## src/phy_ext_ctrl_defines.svh

```systemverilog
// Constants for the per-port extended control and interrupt mask register bank
// Function
// - Bit 12 selects SGMII or 1000BASE-X
// - Bit 11 chooses copper or SerDes preference
// - Bits 10:8 media mode, 100 reserved
// - Bits 7:6 force media selection override
// - Mode bits read back mode in force
// - Bits 15:13 edge-rate code, reset 000
// - Jumbo code 01 gives 9 kB
// - Jumbo code 10 gives 12 kB
// - Longer limits need tighter reference clock
// - Mask bits enable causes, bit 6 reserved
// - Pin enable makes pin follow summary
// - Pin enable clear keeps causes latching
// - Super-persistent bits survive software reset always
// - Persistent bits survive only when enabled
// - Status bits clear on read, summary bit15
`ifndef PHY_EXT_CTRL_DEFINES_SVH
`define PHY_EXT_CTRL_DEFINES_SVH
`define REG_MODE_CTRL      5'h17
`define REG_EDGE_CTRL      5'h18
`define REG_IRQ_MASK       5'h19
`define REG_IRQ_STATUS     5'h1A
`define MODE_WR_MASK       16'hFFC8
`define MODE_LIVE_MASK     16'h00C8
`define EDGE_WR_MASK       16'hF031
`define EDGE_STICKY_MASK   16'hF030
`define MASK_WR_MASK       16'hFFBF
`define CAUSE_MASK         16'h7FBF
`define MODE_RESET         16'h0000
`define EDGE_RESET         16'h0000
`define MASK_RESET         16'h0000
`define PIN_EN_BIT         15
`define JUMBO_LSB          4
`define MODE_LSB           8
`endif

```

## src/phy_ext_ctrl_pkg.sv

```systemverilog
// Types for the extended control register bank
package phy_ext_ctrl_pkg;
    typedef struct packed {
        logic        wr;
        logic        rd;
        logic [4:0]  addr;
        logic [15:0] wdata;
    } mgmt_req_s;
    typedef struct packed {
        logic        mac_if_1000x;
        logic        prefer_copper;
        logic [2:0]  media_mode;
        logic [1:0]  ams_override;
        logic        far_loop;
        logic [2:0]  edge_rate;
        logic        reduced_power;
        logic [1:0]  jumbo_mode;
        logic        conn_loop;
    } mode_cfg_s;
    typedef enum logic [1:0] {JUMBO_STD, JUMBO_9K, JUMBO_12K, JUMBO_RSV} jumbo_e;
endpackage

```

## src/phy_ext_ctrl.sv

```systemverilog
// Extended control, media mode and interrupt mask register bank for one PHY port
`timescale 1ns/1ps
`include "phy_ext_ctrl_defines.svh"
module phy_ext_ctrl
(
    input  wire logic                        clk,
    input  wire logic                        rst_n,
    input  wire phy_ext_ctrl_pkg::mgmt_req_s req,
    input  wire logic                        soft_reset,
    input  wire logic                        sticky_enable,
    input  wire logic [15:0]                 cause_events,
    output logic [15:0]                      rdata,
    output phy_ext_ctrl_pkg::mode_cfg_s      cfg,
    output logic [15:0]                      jumbo_max_kb,
    output logic [15:0]                      jumbo_max_kb_tight,
    output logic                             mgmt_interrupt_pin
);
    // ****************************************
    // Register storage
    // ****************************************
    logic [15:0] mode_pend_q;
    logic [15:0] mode_pend_d;
    logic [15:0] mode_live_q;
    logic [15:0] mode_live_d;
    logic [15:0] edge_q;
    logic [15:0] edge_d;
    logic [15:0] mask_q;
    logic [15:0] mask_d;
    logic [15:0] status_q;
    logic [15:0] status_d;
    logic [15:0] rdata_d;
    logic        pin_d;
    phy_ext_ctrl_pkg::mode_cfg_s cfg_d;
    logic [15:0] jmax_d;
    logic [15:0] jmax_t_d;

    // Write strobes for mode, edge and mask registers; read strobe for status only
    wire wr_mode   = req.wr && (req.addr == `REG_MODE_CTRL);
    wire wr_edge   = req.wr && (req.addr == `REG_EDGE_CTRL);
    wire wr_mask   = req.wr && (req.addr == `REG_IRQ_MASK);
    wire rd_status = req.rd && (req.addr == `REG_IRQ_STATUS);
    wire [15:0] wmode = req.wdata & `MODE_WR_MASK;
    wire [15:0] wedge = req.wdata & `EDGE_WR_MASK;
    wire [15:0] wmask = req.wdata & `MASK_WR_MASK;

    // Pending mode holds written value; super-persistent fields ignore soft reset
    assign mode_pend_d = wr_mode ? wmode : mode_pend_q;
    // Mode bits 13:8 only take effect on soft reset; override and loopback act at once
    // Live override bits follow writes only, so a soft reset clear is not undone later
    wire [15:0] live_wr   = (mode_live_q & ~`MODE_LIVE_MASK) | (wmode & `MODE_LIVE_MASK);
    assign mode_live_d = soft_reset ? (mode_pend_q & `MODE_WR_MASK & ~`MODE_LIVE_MASK)
                       : (wr_mode ? live_wr : mode_live_q);
    // Persistent bits reset to default unless enable is set; non-sticky always reset
    wire [15:0] edge_sr = sticky_enable ? (edge_q & `EDGE_STICKY_MASK) : `EDGE_RESET;
    assign edge_d = soft_reset ? edge_sr : (wr_edge ? wedge : edge_q);
    assign mask_d = soft_reset ? (sticky_enable ? mask_q : `MASK_RESET)
                  : (wr_mask ? wmask : mask_q);

    // Causes always latch regardless of pin enable; a set in the read cycle wins
    wire [15:0] ev_latched = cause_events & `CAUSE_MASK & mask_q;
    wire [14:0] kept = rd_status ? 15'h0000 : status_q[14:0];
    wire [14:0] cause_d = kept | ev_latched[14:0];
    assign status_d = {|cause_d, cause_d};
    // Pin follows summary only while enabled
    assign pin_d = mask_q[`PIN_EN_BIT] & status_q[15];

    // Read data mux; mode register shows live mode
    wire [15:0] mode_rd = (mode_pend_q & ~16'h3FC8 & `MODE_WR_MASK) | (mode_live_q & 16'h3FC8);
    assign rdata_d = (req.addr == `REG_MODE_CTRL)  ? mode_rd :
                     (req.addr == `REG_EDGE_CTRL)  ? edge_q :
                     (req.addr == `REG_IRQ_MASK)   ? mask_q :
                     (req.addr == `REG_IRQ_STATUS) ? status_q : 16'h0000;

    // Decoded configuration from registers in force
    assign cfg_d.mac_if_1000x  = mode_live_q[12];
    assign cfg_d.prefer_copper = mode_live_q[11];
    assign cfg_d.media_mode    = (mode_live_q[10:8] == 3'h4) ? 3'h0 : mode_live_q[10:8];
    assign cfg_d.ams_override  = (mode_live_q[7:6] == 2'h3) ? 2'h0 : mode_live_q[7:6];
    assign cfg_d.far_loop      = mode_live_q[3];
    assign cfg_d.edge_rate     = edge_q[15:13];
    assign cfg_d.reduced_power = edge_q[12];
    assign cfg_d.jumbo_mode    = edge_q[5:4];
    assign cfg_d.conn_loop     = edge_q[0];

    // Jumbo length limits at 100 ppm and at tighter clock offset
    wire [1:0] jm = edge_q[`JUMBO_LSB +: 2];
    assign jmax_d   = (jm == 2'h1) ? 16'h0009 : (jm == 2'h2) ? 16'h000C : 16'h0001;
    assign jmax_t_d = (jm == 2'h1) ? 16'h000C : (jm == 2'h2) ? 16'h0010 : 16'h0001;

    // ****************************************
    // Flops
    // ****************************************
    always_ff @(posedge clk or negedge rst_n)
    begin
        if (!rst_n)
        begin
            mode_pend_q <= `MODE_RESET;
            mode_live_q <= `MODE_RESET;
            edge_q <= `EDGE_RESET;
            mask_q <= `MASK_RESET;
            status_q <= 16'h0000;
        end
        else
        begin
            mode_pend_q <= mode_pend_d;
            mode_live_q <= mode_live_d;
            edge_q <= edge_d;
            mask_q <= mask_d;
            status_q <= status_d;
        end
    end

    // Outputs registered so pins never glitch
    always_ff @(posedge clk or negedge rst_n)
    begin
        if (!rst_n)
        begin
            rdata <= 16'h0000;
            cfg <= '0;
            jumbo_max_kb <= 16'h0001;
            jumbo_max_kb_tight <= 16'h0001;
            mgmt_interrupt_pin <= 1'b0;
        end
        else
        begin
            rdata <= rdata_d;
            cfg <= cfg_d;
            jumbo_max_kb <= jmax_d;
            jumbo_max_kb_tight <= jmax_t_d;
            mgmt_interrupt_pin <= pin_d;
        end
    end

    // ****************************************
    // Assertions
    // ****************************************
    a_pin_follows: assert property (@(posedge clk) disable iff (!rst_n)
        1'b1 |=> mgmt_interrupt_pin == $past(mask_q[15] & status_q[15]))
        else $error("pin not following summary");
    a_pin_gated: assert property (@(posedge clk) disable iff (!rst_n)
        !mask_q[15] |=> !mgmt_interrupt_pin) else $error("pin asserted while disabled");
    a_cause_latch: assert property (@(posedge clk) disable iff (!rst_n)
        (cause_events[0] && mask_q[0]) |=> status_q[0]) else $error("cause lost");
    a_read_clears: assert property (@(posedge clk) disable iff (!rst_n)
        (rd_status && !(|(cause_events & mask_q & `CAUSE_MASK))) |=> status_q == 16'h0000)
        else $error("status not cleared by read");
    a_summary_any: assert property (@(posedge clk) disable iff (!rst_n)
        status_q[15] == (|status_q[14:0])) else $error("summary mismatch");
    a_mode_pending: assert property (@(posedge clk) disable iff (!rst_n)
        (wr_mode && !soft_reset) |=> $stable(mode_live_q[13:8])) else $error("mode changed early");
    a_mode_apply: assert property (@(posedge clk) disable iff (!rst_n)
        soft_reset |=> mode_live_q[13:8] == $past(mode_pend_q[13:8])) else $error("mode not applied");
    a_super_keep: assert property (@(posedge clk) disable iff (!rst_n)
        (soft_reset && !wr_mode) |=> mode_pend_q == $past(mode_pend_q)) else $error("super bits lost");
    a_sticky_drop: assert property (@(posedge clk) disable iff (!rst_n)
        (soft_reset && !sticky_enable) |=> mask_q == 16'h0000 && edge_q == 16'h0000)
        else $error("sticky bits kept");
    a_rsv_zero: assert property (@(posedge clk) disable iff (!rst_n)
        mask_q[6] == 1'b0 && status_q[6] == 1'b0) else $error("reserved bit set");
    a_jumbo_9k: assert property (@(posedge clk) disable iff (!rst_n)
        (edge_q[5:4] == 2'h1) |=> jumbo_max_kb == 16'h0009) else $error("jumbo limit wrong");
    c_pin_fire: cover property (@(posedge clk) disable iff (!rst_n) mgmt_interrupt_pin);
    c_mode_swap: cover property (@(posedge clk) disable iff (!rst_n) wr_mode ##[1:20] soft_reset);
    c_read_clear: cover property (@(posedge clk) disable iff (!rst_n) status_q[15] ##1 rd_status);
endmodule

```

## config.mk

```make
export PLATFORM = sky130hd
export DESIGN_NAME = phy_ext_ctrl
export DESIGN_NICKNAME = d
export VERILOG_FILES = /design/src/phy_ext_ctrl_pkg.sv /design/src/phy_ext_ctrl.sv
export VERILOG_INCLUDE_DIRS = /design/src
export SDC_FILE = /design/constraint.sdc
export NUM_CORES = 1
export LEC_CHECK = 0
export BUFFER_PORTS_ARGS = -buffer_cell sky130_fd_sc_hd__buf_2
export CORE_MARGIN = 4
export CORE_UTILIZATION = 45
export CTS_BUF_LIST = sky130_fd_sc_hd__clkbuf_8 sky130_fd_sc_hd__clkbuf_16
export DETAILED_ROUTE_END_ITERATION = 12
export PLACE_DENSITY = 0.74
export RECOVER_POWER = 25
export SYNTH_ARGS = -nofsm -noshare
export SYNTH_HDL_FRONTEND = slang
export SYNTH_SLANG_ARGS = --single-unit
```

## constraint.sdc

```tcl
create_clock -name clk -period 3.6 [get_ports clk]
set_clock_uncertainty 0.05 [all_clocks]
set_input_delay 0.72 -clock clk [delete_from_list [all_inputs] [get_ports clk]]
set_output_delay 0.72 -clock clk [all_outputs]
set_load 0.01 [all_outputs]
```

==> results.sh <==
export IMPL_drt_pass1_iterations=4
export IMPL_initial_utilization_pct=46.9
export IMPL_async_flop_share_pct=100
export IMPL_cp_depth=1
export IMPL_viasPerCell=5.23
export IMPL_hp_start="edge_q[15]"
export IMPL_max_freq_ghz=0.420
export IMPL_crit_family="buffers and inverters"
export IMPL_routabilityCongestion=0.866
export IMPL_drtIter0Drc=200
export IMPL_cts_sinks=92
export IMPL_grt_overflow=0
export IMPL_hold_path_class="reg2reg"
export IMPL_cts_inserted_buffers=9
export IMPL_grt_pass1_vias=2656
export IMPL_required_ns=3.57
export IMPL_dp_hpwl_um=5990
export IMPL_drc=0
export IMPL_regArea_um2=2300
export IMPL_preCtsSetupSlack_ns=1.23
export IMPL_antenna_found_initial=2
export IMPL_die_area_um2=10300
export IMPL_fin_ws_ns=1.22
export IMPL_hold_path_end="cfg[6]"
export IMPL_period_needed_ns=2.38
export IMPL_port_buffers=79
export IMPL_io_pins=107
export IMPL_synth_distinct_cells=37
export IMPL_insertedDiodeCount=0
export IMPL_final_common_cell="dfrtp_1"
export IMPL_coreArea_um2=8340
export IMPL_num_rows=33
export IMPL_outcome="complete, but fails checks"
export IMPL_clockRootBuffer="clkbuf_8"
export IMPL_drv_cap=1
export IMPL_tns_ns=0
export IMPL_ys_ff_latch=92
export IMPL_clk_pin_slew_worst_paths_ns=0.09
export IMPL_endpoint_kind="async pin"
export IMPL_cp_arrival_ns=2.35
export IMPL_power_density_nw_per_um2=486
export IMPL_leakagePower_nw=2.34
export IMPL_reg2reg_to="status_q[15]"
export IMPL_dp_cells=483
export IMPL_drive_gt1_share_pct=31.0
export IMPL_wirelength_um=8520
export IMPL_crit_type="in2async"
export IMPL_die_y_um=101
export IMPL_cts_setup_buffers=0
export IMPL_vias=2611
export IMPL_cts_tree="yes"
export IMPL_track_usage_pct=16.9
export IMPL_hold_violations=0
export IMPL_finalNetCount=435
export IMPL_nFillCells=750
export IMPL_cts_hold_fix_buffers=0
export IMPL_grt_pass1_wl_um=13400
export IMPL_crit_fanout=92
export IMPL_drtAntennaViolNets=0
export IMPL_ir_worst_vdd_mv=0.168
export IMPL_synth_ff_type="dfrtp_1"
export IMPL_period_share_pct=66.1
export IMPL_layout_common_cells="90 x dfrtp_1, 76 x buf_2, 30 x nand2_1"
export IMPL_clkLatencyLatePin_ns=0.36
export IMPL_reg2reg_depth=3
export IMPL_critPathSlowestCell="clkbuf_2"
export IMPL_grt_max_degree=93
export IMPL_cp_num_buf_inv=1
export IMPL_cp_slowest_stage_delay_ns=1.54
export IMPL_syn_to_final_growth_pct=14.5
export IMPL_post_drt_wl_per_cell_um=17.1
export IMPL_r2r_start="status_q[14]"
export IMPL_min_path_cells=0
export IMPL_synth_edff_count=0
export IMPL_die_width_um=101
export IMPL_cts_max_path_buffers=2
export IMPL_r2r_setup_slack_ns=2.10
export IMPL_relSlewSlack_pct=-49.0
export IMPL_drv_slew=93
export IMPL_ys_warn_count=0
export IMPL_layoutNonFillerInstCount=499
export IMPL_setup_violations_final=0
export IMPL_cts_resized=0
export IMPL_htreeDepth=3
export IMPL_tightest_slew_ns=2.24
export IMPL_setup_worst_path_start_class="input port"
export IMPL_synth_seq_area_share_pct=58.9
export IMPL_violations="max-capacitance violations, max-slew violations"
export IMPL_multi_input_area_um2=1340
export IMPL_rsz0062_at_grt="no"
export IMPL_syn_area_um2=3920
export IMPL_avgSynthCellArea_um2=12.5
export IMPL_crit_chain="clkbuf_2"
export IMPL_syn_inst=314
## metal layers
| layer | track usage, % | wire [µm] | share of wire [%] |
|---|---|---|---|
| met5 | 0 | 21 | 0.25 |
| met3 | 4.48 | 711 | 8.3 |
| met1 | 22.7 | 3550 | 42 |
| met4 | 6.13 | 123 | 1.4 |
| met2 | 26.6 | 4120 | 48 |
## cells by family (layout without fill, tap and decap cells)
group,after synthesis,after routing,synth area share (%)
and+or+nand+nor,62,62,8.60
other,1,25,0.0958
DFF,92,92,58.9
buffers and inverters,64,120,9.40
muxes,45,45,12.0
adders and majority gates,3,3,0.959
AOI/OAI and AO/OA,47,47,10.0
## Yosys cell counts, drive strengths merged, types with 3 or more instances
library cell	instances	area share, %
a221o	4	1.0
a22o	14	3.1
a22oi	18	3.5
buf	33	6.4
clkbuf	8	0.77
dfrtp	90	58
ha	3	0.96
inv	22	2.1
mux2	17	4.9
mux2i	28	7.2
nand2	30	2.9
nand4	3	0.64
nor2	6	0.58
nor2b	5	0.99
nor3	6	0.77
nor4	3	0.48
o2bb2ai	6	1.3
## through the flow
stage | power (W) | area, µm² | hold slack (ns) | utilization, %
floorplan | 0.00136 | 4010 | 0.320 | -
global placement | 0.00144 | 4270 | 0.341 | 51.2
detailed placement | 0.00145 | 4270 | 0.337 | 51.2
CTS | 0.00219 | 4490 | 0.359 | 53.8
global route | 0.00227 | 4480 | 0.370 | 53.8
finish | 0.00218 | 4480 | 0.360 | 53.8
## state kept, by name (all words and copies together) (netlist names)
name,cells
edge_q,7
jumbo_max_kb_tight,2
mode_pend_q,8
mgmt_interrupt_pin,1
jumbo_max_kb,3
mask_q,15
status_q,16
mode_live_q,9
cfg,15
rdata,16
## report_power, final
part	switching, W	total (W)	internal [W]
logic	0.000125	0.000236	0.000111
registers	0.0000701	0.00120	0.00113
clock network	0.000357	0.000745	0.000388
total	0.000552	0.00218	0.00163
## worst max path at each step
stage	start	end	slack, ns
3_5_place_dp	req[18]	mask_q[11]	1.23
2_1_floorplan	req[17]	mask_q[10]	1.60
3_3_place_gp	req[18]	mask_q[5]	1.28
6_report	rst_n	cfg[3]	1.22
5_1_grt	rst_n	status_q[6]	0.77
4_1_cts	req[18]	mask_q[11]	1.61
## cell type report
type,count,area share (%)
clock inverter,7,2.04
tap,105,2.93
inverter,23,1.93
clock buffer,9,2.76
timing repair buffer,81,9.10
multi-input combinational,182,29.8
sequential,92,51.4
Note: power is estimated with default switching activity, not from simulation.
